===== src/rtl/pms_pkg.sv =====
// Package for the PWM mode-control and shadow-update block.
// Assumes a single 250 MHz clock and a plain strobe register port.
package pms_pkg;

    localparam int PMS_ADDR_W = 8;
    localparam int PMS_DATA_W = 32;
    localparam int PMS_CNT_W  = 16;
    localparam int PMS_IRQ_W  = 3;

    ////////////////////////////////////////////////////////////////////////////////
    // Register offsets (byte addresses)
    localparam logic [PMS_ADDR_W-1:0] PMS_OFS_MODE     = 8'h00;
    localparam logic [PMS_ADDR_W-1:0] PMS_OFS_CONFIG   = 8'h04;
    localparam logic [PMS_ADDR_W-1:0] PMS_OFS_MIRROR   = 8'h08;
    localparam logic [PMS_ADDR_W-1:0] PMS_OFS_ACTIVE   = 8'h0C;
    localparam logic [PMS_ADDR_W-1:0] PMS_OFS_COUNT    = 8'h10;
    localparam logic [PMS_ADDR_W-1:0] PMS_OFS_INT_STAT = 8'h14;
    localparam logic [PMS_ADDR_W-1:0] PMS_OFS_INT_CLR  = 8'h18;
    localparam logic [PMS_ADDR_W-1:0] PMS_OFS_INT_EN   = 8'h1C;

    ////////////////////////////////////////////////////////////////////////////////
    // Mode-control field positions
    localparam int PMS_B_COUNTER_RUN   = 0;
    localparam int PMS_B_COUNTER_CLEAR = 1;
    localparam int PMS_B_SINGLE_CYCLE  = 2;
    localparam int PMS_B_SYNC_OUT_GATE = 3;
    localparam int PMS_B_SYNC_SOURCE   = 4;
    localparam int PMS_B_XFER_SOURCE   = 5;
    localparam int PMS_B_SW_TRANSFER   = 6;
    localparam int PMS_B_DOMAIN_SYNC   = 7;
    localparam int PMS_MODE_W          = 8;

    // Interrupt bit positions
    localparam int PMS_I_TRANSFER_DONE = 0;
    localparam int PMS_I_SYNC_DONE     = 1;
    localparam int PMS_I_CYCLE_END     = 2;

    ////////////////////////////////////////////////////////////////////////////////
    // Reset values
    localparam logic [PMS_MODE_W-1:0] PMS_MODE_RST    = 8'h00;
    localparam logic [PMS_CNT_W-1:0]  PMS_PERIOD_RST  = 16'hFFFF;
    localparam logic [PMS_CNT_W-1:0]  PMS_PRESCL_RST  = 16'h0000;
    localparam logic [PMS_IRQ_W-1:0]  PMS_IRQ_RST     = 3'h0;

    typedef struct packed {
        logic                  wr;
        logic                  rd;
        logic [PMS_ADDR_W-1:0] addr;
        logic [PMS_DATA_W-1:0] wdata;
    } pms_bus_req_type;

    typedef struct packed {
        logic [PMS_CNT_W-1:0] prescale;
        logic [PMS_CNT_W-1:0] period;
    } pms_cfg_type;

    typedef enum logic [1:0] {
        PMS_HS_IDLE = 2'b00,
        PMS_HS_REQ  = 2'b01,
        PMS_HS_DONE = 2'b10
    } pms_hs_state_type;

endpackage


===== src/rtl/pms_mode_shadow.sv =====
// PWM mode control, counters, domain sync handshake and shadow transfer.
// Assumes one clock; sync and transfer-enable pins are asynchronous.
//
// Added by the designer: the plain strobed port and the register addresses.
`timescale 1ns/1ps

module pms_mode_shadow
    import pms_pkg::*;
(
    input  wire logic                  clock,
    input  wire logic                  sys_rst,
    input  wire pms_bus_req_type       bus_req,
    output logic [PMS_DATA_W-1:0]      rd_data,
    input  wire logic                  sync_in_pin,
    input  wire logic                  trans_enable_pin,
    output logic                       sync_out,
    output logic                       irq,
    output logic [PMS_CNT_W-1:0]       pwm_count
);

    ////////////////////////////////////////////////////////////////////////////////
    // Declarations

    logic [PMS_MODE_W-1:0] mode_reg;
    logic [PMS_MODE_W-1:0] mode_next;
    pms_cfg_type           cfg_reg;
    pms_cfg_type           stage_reg;
    pms_cfg_type           active_reg;
    pms_hs_state_type      hs_state_reg;
    pms_hs_state_type      hs_state_next;
    logic                  hs_req_reg;
    logic                  hs_ack_reg;
    logic [1:0]            sync_pin_reg;
    logic [1:0]            xfer_pin_reg;
    logic [PMS_CNT_W-1:0]  presc_reg;
    logic [PMS_CNT_W-1:0]  count_reg;
    logic [PMS_IRQ_W-1:0]  int_stat_reg;
    logic [PMS_IRQ_W-1:0]  int_en_reg;
    logic [PMS_IRQ_W-1:0]  int_event;
    logic                  sync_out_reg;
    logic                  irq_reg;
    logic [PMS_DATA_W-1:0] rd_data_reg;

    logic                  wr_mode;
    logic                  wr_cfg;
    logic                  wr_int_clr;
    logic                  wr_int_en;
    logic                  run;
    logic                  hold_clear;
    logic                  presc_wrap;
    logic                  overflow;
    logic                  ext_restart;
    logic                  new_cycle;
    logic                  hw_source;
    logic                  load_trig;
    logic                  xfer_done;
    logic                  dsync_done;

    ////////////////////////////////////////////////////////////////////////////////
    // Decode

    assign wr_mode    = bus_req.wr && (bus_req.addr == PMS_OFS_MODE);
    assign wr_cfg     = bus_req.wr && (bus_req.addr == PMS_OFS_CONFIG);
    assign wr_int_clr = bus_req.wr && (bus_req.addr == PMS_OFS_INT_CLR);
    assign wr_int_en  = bus_req.wr && (bus_req.addr == PMS_OFS_INT_EN);

    assign run        = mode_reg[PMS_B_COUNTER_RUN];
    assign hold_clear = mode_reg[PMS_B_COUNTER_CLEAR];

    ////////////////////////////////////////////////////////////////////////////////
    // Pin synchronisers

    always_ff @(posedge clock) begin
        if (sys_rst) begin
            sync_pin_reg <= 2'h0;
            xfer_pin_reg <= 2'h0;
        end else begin
            sync_pin_reg <= {sync_pin_reg[0], sync_in_pin};
            xfer_pin_reg <= {xfer_pin_reg[0], trans_enable_pin};
        end
    end

    ////////////////////////////////////////////////////////////////////////////////
    // Cycle control

    assign presc_wrap  = run && !hold_clear && (presc_reg == active_reg.prescale);
    assign overflow    = presc_wrap && (count_reg == active_reg.period);
    assign ext_restart = mode_reg[PMS_B_SYNC_SOURCE] && sync_pin_reg[1];
    assign new_cycle   = overflow || ext_restart;

    // Prescale counter
    always_ff @(posedge clock) begin
        if (sys_rst) begin
            presc_reg <= '0;
        end else if (hold_clear) begin
            presc_reg <= '0;
        end else if (run) begin
            if (presc_wrap || ext_restart) begin
                presc_reg <= '0;
            end else begin
                presc_reg <= presc_reg + {{(PMS_CNT_W-1){1'b0}}, 1'b1};
            end
        end
    end

    // PWM counter
    always_ff @(posedge clock) begin
        if (sys_rst) begin
            count_reg <= '0;
        end else if (hold_clear) begin
            count_reg <= '0;
        end else if (run) begin
            if (new_cycle) begin
                count_reg <= '0;
            end else if (presc_wrap) begin
                count_reg <= count_reg + {{(PMS_CNT_W-1){1'b0}}, 1'b1};
            end
        end
    end

    // Sync output pulses at each new cycle when gated on
    always_ff @(posedge clock) begin
        if (sys_rst) begin
            sync_out_reg <= 1'b0;
        end else begin
            sync_out_reg <= mode_reg[PMS_B_SYNC_OUT_GATE] && new_cycle;
        end
    end

    ////////////////////////////////////////////////////////////////////////////////
    // Mode register: hardware clears lose against a software write

    always_comb begin
        mode_next = mode_reg;
        if (overflow && mode_reg[PMS_B_SINGLE_CYCLE]) begin
            mode_next[PMS_B_COUNTER_RUN] = 1'b0;
        end
        if (xfer_done) begin
            mode_next[PMS_B_SW_TRANSFER] = 1'b0;
        end
        if (dsync_done) begin
            mode_next[PMS_B_DOMAIN_SYNC] = 1'b0;
        end
        if (wr_mode) begin
            mode_next = bus_req.wdata[PMS_MODE_W-1:0];
        end
    end

    always_ff @(posedge clock) begin
        if (sys_rst) begin
            mode_reg <= PMS_MODE_RST;
        end else begin
            mode_reg <= mode_next;
        end
    end

    // System-side configuration, written by software at any time, whatever the sync state
    always_ff @(posedge clock) begin
        if (sys_rst) begin
            cfg_reg <= '{prescale: PMS_PRESCL_RST, period: PMS_PERIOD_RST};
        end else if (wr_cfg) begin
            cfg_reg <= bus_req.wdata;
        end
    end

    ////////////////////////////////////////////////////////////////////////////////
    // Domain sync handshake, requesting side

    assign dsync_done = (hs_state_reg == PMS_HS_REQ) && hs_ack_reg;

    always_comb begin
        hs_state_next = hs_state_reg;
        case (hs_state_reg)
            PMS_HS_IDLE: begin
                if (mode_reg[PMS_B_DOMAIN_SYNC]) begin
                    hs_state_next = PMS_HS_REQ;
                end
            end
            PMS_HS_REQ: begin
                if (hs_ack_reg) begin
                    hs_state_next = PMS_HS_DONE;
                end
            end
            PMS_HS_DONE: begin
                if (!hs_ack_reg) begin
                    hs_state_next = PMS_HS_IDLE;
                end
            end
            default: begin
                hs_state_next = PMS_HS_IDLE;
            end
        endcase
    end

    always_ff @(posedge clock) begin
        if (sys_rst) begin
            hs_state_reg <= PMS_HS_IDLE;
            hs_req_reg   <= 1'b0;
        end else begin
            hs_state_reg <= hs_state_next;
            hs_req_reg   <= (hs_state_next == PMS_HS_REQ);
        end
    end

    // Domain sync handshake, PWM side: captures the whole set in one edge
    always_ff @(posedge clock) begin
        if (sys_rst) begin
            hs_ack_reg <= 1'b0;
            stage_reg  <= '{prescale: PMS_PRESCL_RST, period: PMS_PERIOD_RST};
        end else if (hs_req_reg && !hs_ack_reg) begin
            stage_reg  <= cfg_reg;
            hs_ack_reg <= 1'b1;
        end else if (!hs_req_reg) begin
            hs_ack_reg <= 1'b0;
        end
    end

    ////////////////////////////////////////////////////////////////////////////////
    // Shadow transfer

    assign hw_source = mode_reg[PMS_B_SYNC_SOURCE] && mode_reg[PMS_B_XFER_SOURCE];
    assign load_trig = hw_source ? xfer_pin_reg[1]
                                 : (mode_reg[PMS_B_SW_TRANSFER] && new_cycle);
    assign xfer_done = load_trig && !hw_source;

    always_ff @(posedge clock) begin
        if (sys_rst) begin
            active_reg <= '{prescale: PMS_PRESCL_RST, period: PMS_PERIOD_RST};
        end else if (load_trig) begin
            active_reg <= stage_reg;
        end
    end

    ////////////////////////////////////////////////////////////////////////////////
    // Interrupts: set wins over clear

    assign int_event[PMS_I_TRANSFER_DONE] = xfer_done;
    assign int_event[PMS_I_SYNC_DONE]     = dsync_done;
    assign int_event[PMS_I_CYCLE_END]     = overflow;

    always_ff @(posedge clock) begin
        if (sys_rst) begin
            int_stat_reg <= PMS_IRQ_RST;
        end else if (wr_int_clr) begin
            int_stat_reg <= (int_stat_reg & ~bus_req.wdata[PMS_IRQ_W-1:0]) | int_event;
        end else begin
            int_stat_reg <= int_stat_reg | int_event;
        end
    end

    always_ff @(posedge clock) begin
        if (sys_rst) begin
            int_en_reg <= PMS_IRQ_RST;
        end else if (wr_int_en) begin
            int_en_reg <= bus_req.wdata[PMS_IRQ_W-1:0];
        end
    end

    always_ff @(posedge clock) begin
        if (sys_rst) begin
            irq_reg <= 1'b0;
        end else begin
            irq_reg <= |(int_stat_reg & int_en_reg);
        end
    end

    ////////////////////////////////////////////////////////////////////////////////
    // Read port: data valid only in the cycle after the strobe

    always_ff @(posedge clock) begin
        if (sys_rst) begin
            rd_data_reg <= '0;
        end else if (!bus_req.rd) begin
            rd_data_reg <= '0;
        end else if (bus_req.addr == PMS_OFS_MODE) begin
            rd_data_reg <= {{(PMS_DATA_W-PMS_MODE_W){1'b0}}, mode_reg};
        end else if (bus_req.addr == PMS_OFS_CONFIG) begin
            rd_data_reg <= cfg_reg;
        end else if (bus_req.addr == PMS_OFS_MIRROR) begin
            rd_data_reg <= stage_reg;
        end else if (bus_req.addr == PMS_OFS_ACTIVE) begin
            rd_data_reg <= active_reg;
        end else if (bus_req.addr == PMS_OFS_COUNT) begin
            rd_data_reg <= {presc_reg, count_reg};
        end else if (bus_req.addr == PMS_OFS_INT_STAT) begin
            rd_data_reg <= {{(PMS_DATA_W-PMS_IRQ_W){1'b0}}, int_stat_reg};
        end else if (bus_req.addr == PMS_OFS_INT_EN) begin
            rd_data_reg <= {{(PMS_DATA_W-PMS_IRQ_W){1'b0}}, int_en_reg};
        end else begin
            rd_data_reg <= '0;
        end
    end

    // Count output registered so it leaves straight from a flop
    always_ff @(posedge clock) begin
        if (sys_rst) begin
            pwm_count <= '0;
        end else begin
            pwm_count <= count_reg;
        end
    end

    assign rd_data  = rd_data_reg;
    assign sync_out = sync_out_reg;
    assign irq      = irq_reg;

endmodule


===== config.mk =====
export PLATFORM = sky130hd
export DESIGN_NAME = pms_mode_shadow
export DESIGN_NICKNAME = d
export VERILOG_FILES = /design/src/rtl/pms_pkg.sv /design/src/rtl/pms_mode_shadow.sv
export SDC_FILE = /design/constraint.sdc
export NUM_CORES = 1
export LEC_CHECK = 0
export BUFFER_PORTS_ARGS = -buffer_cell sky130_fd_sc_hd__clkbuf_2
export CORE_MARGIN = 2
export CORE_UTILIZATION = 54
export DETAILED_ROUTE_END_ITERATION = 8
export HOLD_SLACK_MARGIN = 0.1
export PLACE_DENSITY_LB_ADDON = 0.15
export SKIP_LAST_GASP = 1
export SYNTH_ARGS = -nofsm -noshare
export SYNTH_HDL_FRONTEND = slang
export SYNTH_SLANG_ARGS = --single-unit

===== constraint.sdc =====
create_clock -name clock -period 3 [get_ports clock]
set_input_delay 0.3 -clock clock [delete_from_list [all_inputs] [get_ports clock]]
set_output_delay 0.3 -clock clock [all_outputs]
set_load 0.03 [all_outputs]

After elaboration in Yosys (flattened, before gate mapping). Index checks and enable logic that the tools add are counted.

Flip-flop bits (word level): 200. Input port bits: 46. Logic and storage cells: 98.

Bitwise gates (word level): 6. Muxes and demuxes: 22. Reductions and logical operators: 31. $add $sub $neg: 2. Equality and inequality tests: 13.

Operator list (count): two-way mux 32 bit (4); two-way mux 16 bit (3); adder 16 x 1 -> 16 bit (second input constant) (2); equality test 16 bit (2); equality test 8 x 5 -> 1 bit (second input constant) (4); equality test 8 x 4 -> 1 bit (second input constant) (2); two-way mux 8 bit (2); logical AND 1 bit (15); two-way mux 3 bit (3); equality test 8 x 3 -> 1 bit (second input constant) (1); logical NOT 8 bit (1); nonzero test 2 bit (4); bitwise AND 3 bit (2); two-way mux 1 bit (6); two-way mux 2 bit (3); OR 3 bit (2); one-hot mux 2 bit (3 select lines) (1); OR reduction 3 bit (2); equality test 2 x 1 -> 1 bit (second input constant) (2); OR reduction 2 bit (2); logical NOT 1 bit (3); inverter 3 bit (1); equality test 2 bit (second input constant) (1); logical NOT 2 bit (1); 4 further kinds (5).

Depth between registers and ports, before layout. Gate-level depths: netlist of the first run.

Depth in word-level cells: 10. Gate-level depth with buffers: 9. Gate-level depth less buffers: 6.

Worst setup path after synthesis of the first run. No wires, ideal clock.

Path kind: register to register. From: register count_reg[6]. To: register active_reg[1] (netlist name). Path slack: 0.926 ns. Stages on the path, launching flop included: 10. Arrival: 1.941 ns. Cell sequence: dfxtp_1 clkbuf_1 xnor2_1 nand4_1 nor4_1 a41oi_1 buf_2 clkbuf_1 nor3_1 a21oi_1.

Cells in the longest elaborated chain, start to end: 5.

RTL lines: from (decl) (RTL line pms_mode_shadow.sv:36) `logic [PMS_CNT_W-1:0] count_reg;`; from (signal assigned) (RTL line pms_mode_shadow.sv:116) `count_reg <= count_reg + {{(PMS_CNT_W-1){1'b0}}, 1'b1};`; equality test 16 bit (RTL line pms_mode_shadow.sv:87) `assign overflow = presc_wrap && (count_reg == active_reg.period);`; logical AND 1 bit (RTL line pms_mode_shadow.sv:87); logical OR 1 bit (RTL line pms_mode_shadow.sv:89) `assign new_cycle = overflow || ext_restart;`; logical AND 1 bit (RTL line pms_mode_shadow.sv:223) `: (mode_reg[PMS_B_SW_TRANSFER] && new_cycle);`; two-way mux 1 bit (RTL line pms_mode_shadow.sv:222) `assign load_trig = hw_source ? xfer_pin_reg[1]`; to (signal assigned) (RTL line pms_mode_shadow.sv:228) `active_reg <= '{prescale: PMS_PRESCL_RST, period: PMS_PERIOD_RST};`; to (signal assigned) (RTL line pms_mode_shadow.sv:230) `active_reg <= stage_reg;`; to (decl) (RTL line pms_mode_shadow.sv:28) `pms_cfg_type active_reg;`.

Every way passes these cells. A chain may end at the register's enable or synchronous reset.

Worst setup path in the final report of the first run.
From: register presc_reg[1]. To: register presc_reg[9].

Cells in the longest elaborated chain, start to end: 4.

RTL lines: from (decl) (RTL line pms_mode_shadow.sv:35) `logic [PMS_CNT_W-1:0] presc_reg;`; from (signal assigned) (RTL line pms_mode_shadow.sv:101) `presc_reg <= presc_reg + {{(PMS_CNT_W-1){1'b0}}, 1'b1};`; branches (longest 3 deep; another with adder 16 x 1 -> 16 bit); two-way mux 16 bit * (RTL line pms_mode_shadow.sv:98) `if (presc_wrap || ext_restart) begin`.

Every way passes the cells marked *.

==> results of run 1 <==
## worst min-delay path by stage
| stage | start | endpoint | slack (ns) | depth (start not counted) |
|---|---|---|---|---|
| floorplan | sync_pin_reg[0] | sync_pin_reg[1] | 0.41 | 1 |
| global placement | xfer_pin_reg[0] | xfer_pin_reg[1] | 0.44 | 1 |
| detailed placement | xfer_pin_reg[0] | xfer_pin_reg[1] | 0.43 | 1 |
| CTS | bus_req[27] | cfg_reg[27] | 0.11 | 3 |
| global route | bus_req[27] | cfg_reg[27] | 0.13 | 3 |
| finish | bus_req[27] | cfg_reg[27] | 0.11 | 3 |
## cells in the final DEF, fill, tap and decap left out, drive strengths merged, types with 4 or more instances in the layout
cell and instances:
dfxtp 200, nand2 198, clkbuf 114, a21oi 82, nor2 74, xnor2 36
mux2i 34, nand3b 32, dlygate4sd3 30, buf 30, nor3 26, a22oi 25
nor2b 24, a31oi 21, nand3 15, xor2 13, nand4 13, o21ai 13
or3 13, inv 13, a221oi 6, and3 5, or4 5, clkinvlp 5
and2 4, a222oi 4, o31ai 4, nor4 4
## metrics by stage
step	setup slack [ns]	hold WS, ns	instances	utilization, %	cell area [um^2]
after CTS	0.467	0.107	1262	64.8	9740
after detailed placement	0.484	0.428	1200	59.1	8890
after global routing	0.228	0.126	1262	64.8	9740
after floorplan	0.926	0.414	958	-	8210
after global placement	0.512	0.441	1200	59.1	8890
final	0.442	0.112	1262	64.8	9740
## logic make-up after synthesis
group	synth area share [%]
flops	48.7
buf+inv	4.25
xor+xnor	5.22
fa+ha+maj	0.305
simple gates	24.2
mux	4.14
compound gates	13.1
## power by group through the flow
stage | clock [mW] | sequential, mW | combinational, mW
floorplan | 0 | 2.72 | 0.0685
global placement | 0 | 2.72 | 0.129
detailed placement | 0 | 2.72 | 0.129
CTS | 2.20 | 2.66 | 0.159
global route | 2.30 | 2.66 | 0.174
finish | 2.17 | 2.66 | 0.162
## Yosys cell counts, drive strengths merged, types with 2 or more instances
cell / n / area, um^2
xor2: 13 / 114
nor2b: 24 / 150
a221oi: 6 / 52.6
and4b: 2 / 20.0
clkbuf: 46 / 174
nor3: 26 / 130
o2111ai: 3 / 26.3
and4: 2 / 17.5
or3: 13 / 86.3
a31oi: 21 / 131
and2: 4 / 25.0
nand2: 198 / 743
a21oi: 82 / 410
o31ai: 4 / 30.0
nor2: 74 / 278
nand4: 13 / 81.3
xnor2: 36 / 315
o21ai: 13 / 65.1
o2bb2ai: 3 / 26.3
mux2i: 34 / 340
ha: 2 / 25.0
inv: 10 / 37.5
nand3b: 32 / 240
a21boi: 2 / 15.0
nand3: 15 / 75.1
a222oi: 4 / 40.0
nor4: 4 / 46.3
a32oi: 3 / 33.8
a211o: 2 / 17.5
and3: 5 / 31.3
a22oi: 25 / 188
dfxtp: 200 / 4000
buf: 24 / 138
or4: 5 / 37.5
## critical path, stage by stage (launching register included)
cell and delay, ns:
dfxtp_1 0.46, xnor2_1 0.13, nand4_1 0.13, nor4_2 0.08
buf_4 0.16, a32oi_2 0.96, nand2_1 0.19, buf_4 0.26
nor2_1 0.12
## layer usage
| layer | global-route usage (%) | up-vias | share of wire, % |
|---|---|---|---|
| li1 | - | 3501 | - |
| met1 | 39.7 | 3362 | 48 |
| met2 | 39.9 | 282 | 43 |
| met3 | 4.90 | 23 | 7.4 |
| met4 | 7.89 | 0 | 1.4 |
| met5 | 0 | - | 0 |
## final cells by class
class	count	area [um^2]
fill	1308	5290
sequential	200	4000
multi-input combinational	678	3890
timing repair buffer	154	1020
clock buffer	20	437
tap	188	235
clock inverter	12	120
inverter	10	37.5
==> results.json, run 1 <==
{
  "status": "complete, no violations",
  "ys_seq_area_share_pct": 48.7,
  "ioPinCount": 96,
  "finalMaxSlewViolations": 0,
  "clk_pin_slew_worst_paths_ns": 0.07,
  "fp.coreArea_mm2": 0.0150,
  "synth-edff-count": 0,
  "ff2ff_path_depth": 8,
  "wl_per_cell_um": 17.1,
  "dr.pass1.iters": 5,
  "r2r-start": "presc_reg[1]",
  "combPwrFrac_pct": 3.3,
  "endpoint": "presc_reg[9]",
  "nets": 1109,
  "cap_violations": 0,
  "seqPwrFrac_pct": 53.3,
  "grt_use_total_pct": 26.8,
  "p_sw_share_pct": 22.2,
  "post-route-period-util_pct": 85.3,
  "die_w_um": 127,
  "powerDensity_mw_per_mm2": 513,
  "cts_hold_buf": 30,
  "rows": 45,
  "via_count": 7168,
  "grt_max_degree": 83,
  "ys_warn_count": 0,
  "cts.sinks": 200,
  "ctsHtreeMaxLevel": 4,
  "critical_path_required_ns": 3.37,
  "yosysUniqueCellTypes": 53,
  "cp-start-kind": "register",
  "rrSetupSlack_ns": 0.44,
  "port_buffers": 95,
  "p_int_mw": 3.89,
  "clockBufferDepth": 2,
  "hpwlAfterDp_um": 14200,
  "min_path_type": "in2reg",
  "die-area_mm2": 0.0162,
  "crit_fanout": 32,
  "clkPwrFrac_pct": 43.5,
  "cts_tree": "done",
  "drive_gt1_share_pct": 15.0,
  "grt_antenna_before_repair": 0,
  "p_sw_mw": 1.11,
  "skew_ns": 0.0119,
  "numCtsBuffers": 17,
  "rsz0062_at_grt": "false",
  "post_cts_resized": 0,
  "path_class": "reg2reg",
  "startpoint": "presc_reg[1]",
  "rr_endpoint": "presc_reg[9]",
  "grt_pass1_wl_um": 34100,
  "worstMarginPinSlew_ns": 1.27,
  "ir_drop_mv": 0.370,
  "postSynthCellCount": 958,
  "via_per_inst": 5.68,
  "syn_area_per_cell_um2": 8.57,
  "start_util_pct": 54.6,
  "total_power_mw": 5.00,
  "final-setup-viol-count": 0,
  "cp.arrival_ns": 2.93,
  "remaining_drc_errors": 0,
  "async_flop_share_pct": 0,
  "grt_overflow": 0,
  "synth_seq_cells": 200,
  "synth-main-ff-cell": "dfxtp_1",
  "post_cts_buffers": 0,
  "synth.net_count": 1006,
  "clk_latency_ns": 0.44,
  "place.gp.congestion": 0.884,
  "grt_pass1_vias": 6407,
  "routed_wl_um": 21500,
  "cp-end-kind": "register",
  "leakage_nw": 3.75,
  "fmax_mhz": 391,
  "cts_root_buffer": "clkbuf_16",
  "areaGrowthSynthToFinish_pct": 18.6,
  "hold_viol": 0,
  "slew-limit-headroom_pct": 15.0,
  "finalCriticalPeriod_ns": 2.56,
  "die_y_um": 127,
  "antenna_left": 0,
  "antenna_cells": 0,
  "mappedNetlistArea_mm2": 0.00821,
  "drt_iter0_drc": 796,
  "finalSetupTns_ns": 0
}
(Power assumes the default switching activity.)
==> run 2: changes to the inputs <==
--- a/config.mk
+++ b/config.mk
@@ -8,6 +8,7 @@
 export BUFFER_PORTS_ARGS = -buffer_cell sky130_fd_sc_hd__clkbuf_2
 export CORE_MARGIN = 2
 export CORE_UTILIZATION = 54
+export CTS_BUF_LIST = sky130_fd_sc_hd__clkbuf_8
 export DETAILED_ROUTE_END_ITERATION = 8
 export HOLD_SLACK_MARGIN = 0.1
 export PLACE_DENSITY_LB_ADDON = 0.15
==> results.json, run 2 (same netlist as run 1, synthesis figures left out) <==
{
  "status": "complete, no violations",
  "clk_latency_ns": 0.49,
  "rrSetupSlack_ns": 0.43,
  "die_w_um": 127,
  "start_util_pct": 54.6,
  "routed_wl_um": 21400,
  "ioPinCount": 96,
  "finalSetupTns_ns": 0,
  "hold_ws_ns": 0.189,
  "startpoint": "presc_reg[1]",
  "wl_per_cell_um": 16.9,
  "cap_violations": 0,
  "grt_max_degree": 83,
  "dr.pass1.iters": 5,
  "path_class": "reg2reg",
  "grt_pass1_wl_um": 33800,
  "worstMarginPinSlew_ns": 1.28,
  "cts_root_buffer": "clkbuf_8",
  "cp-start-kind": "register",
  "post-route-period-util_pct": 85.6,
  "die-area_mm2": 0.0162,
  "antenna_left": 0,
  "instances_no_fill": 1266,
  "place.gp.congestion": 0.884,
  "skew_ns": 0.0173,
  "ff2ff_path_depth": 8,
  "grt_pass1_vias": 6351,
  "ctsHtreeMaxLevel": 4,
  "rr_endpoint": "presc_reg[9]",
  "total_power_mw": 4.43,
  "p_sw_mw": 1.04,
  "clk_pin_slew_worst_paths_ns": 0.10,
  "drive_gt1_share_pct": 14.9,
  "grt_use_total_pct": 26.7,
  "crit_fanout": 32,
  "finalCriticalPeriod_ns": 2.57,
  "most-common-layout-cells": "200 x dfxtp_1, 198 x nand2_1, 94 x clkbuf_2",
  "drt_iter0_drc": 844,
  "antenna_cells": 0,
  "hpwlAfterDp_um": 14200,
  "post_cts_resized": 0,
  "via_count": 7176,
  "dpl.cell_count": 1200,
  "final_cell_area_mm2": 0.00959,
  "numCtsBuffers": 17,
  "rsz0062_at_grt": "false",
  "p_int_mw": 3.39,
  "fp.coreArea_mm2": 0.0150,
  "finalMaxSlewViolations": 0,
  "via_per_inst": 5.67,
  "slew-limit-headroom_pct": 15.0,
  "nets": 1113,
  "die_y_um": 127,
  "powerDensity_mw_per_mm2": 462,
  "r2r-start": "presc_reg[1]",
  "cts_tree": "done",
  "num-fill-cells": 1326,
  "p_sw_share_pct": 23.5,
  "areaGrowthSynthToFinish_pct": 16.8,
  "combPwrFrac_pct": 3.7,
  "whs_path_depth": 2,
  "grt_antenna_before_repair": 0,
  "ir_drop_mv": 0.243,
  "final-setup-viol-count": 0,
  "cp-end-kind": "register",
  "min_path_type": "in2reg",
  "cts.sinks": 200,
  "endpoint": "presc_reg[9]",
  "cp.arrival_ns": 2.99,
  "leakage_nw": 3.69,
  "clockBufferDepth": 2,
  "fmax_mhz": 390,
  "rows": 45,
  "seqPwrFrac_pct": 60.0,
  "grt_overflow": 0,
  "layout_commonest_cell": "dfxtp_1",
  "clkPwrFrac_pct": 36.2,
  "post_cts_buffers": 0,
  "dpl_cell_area_mm2": 0.00889,
  "critical_path_required_ns": 3.42,
  "hold_viol": 0,
  "port_buffers": 95,
  "remaining_drc_errors": 0
}
## run 2: changes by cell type in the layout (fill, tap and decap cells not counted)
cell           change
clkbuf_16         -17
dlygate4sd3_1      +4
clkbuf_8          +17
inv_1              +3
clkbuf_1           -3
## run 2: area by class of cell
class	instances	area, um^2	share of cell area, %
sequential	200	4000	41.7
multi-input combinational	678	3890	40.6
timing repair buffer	158	1060	11.1
tap	188	235	2.45
clock buffer	17	234	2.44
clock inverter	15	131	1.37
inverter	10	37.5	0.391
## run 2: power groups by stage
stage	Clock, mW	Sequential (mW)	Combinational, mW
floorplan	0	2.72	0.0685
global placement	0	2.72	0.129
detailed placement	0	2.72	0.129
CTS	1.64	2.66	0.163
global route	1.74	2.66	0.178
finish	1.61	2.66	0.166
## run 2: worst min path at each step
stage	startpoint	slack, ns	endpoint
after floorplan	sync_pin_reg[0]	0.41	sync_pin_reg[1]
after global placement	xfer_pin_reg[0]	0.44	xfer_pin_reg[1]
after detailed placement	xfer_pin_reg[0]	0.43	xfer_pin_reg[1]
after CTS	sys_rst	0.16	active_reg[17]
after global routing	sys_rst	0.18	active_reg[24]
final	sys_rst	0.19	active_reg[17]
## run 2: repair_timing
action | 4_1_cts | 5_1_grt
hold buffers | 34 | 0
hold endpoints to repair | 39 | 0
setup endpoints to repair | 0 | 0
## run 2: worst max-delay path, stage by stage, from the launching register on
cell,delay (ns)
dfxtp_1,0.47
xnor2_1,0.13
nand4_1,0.13
nor4_2,0.08
buf_4,0.16
a32oi_2,0.96
nand2_1,0.18
buf_4,0.26
nor2_1,0.12
## run 2: through the flow
step	worst slack [ns]	util, %
6_report	0.433	63.8
5_1_grt	0.218	63.8
4_1_cts	0.463	63.8
3_5_place_dp	0.484	59.1
3_3_place_gp	0.512	59.1
2_1_floorplan	0.926	-
## run 2: routing by layer
metal,share of wire (%),vias to the layer above,GRT usage [%]
met5,0,-,0
met4,1.5,0,8.34
met3,7.5,31,5.28
met2,43,288,39.1
met1,48,3346,39.6
li1,-,3511,-
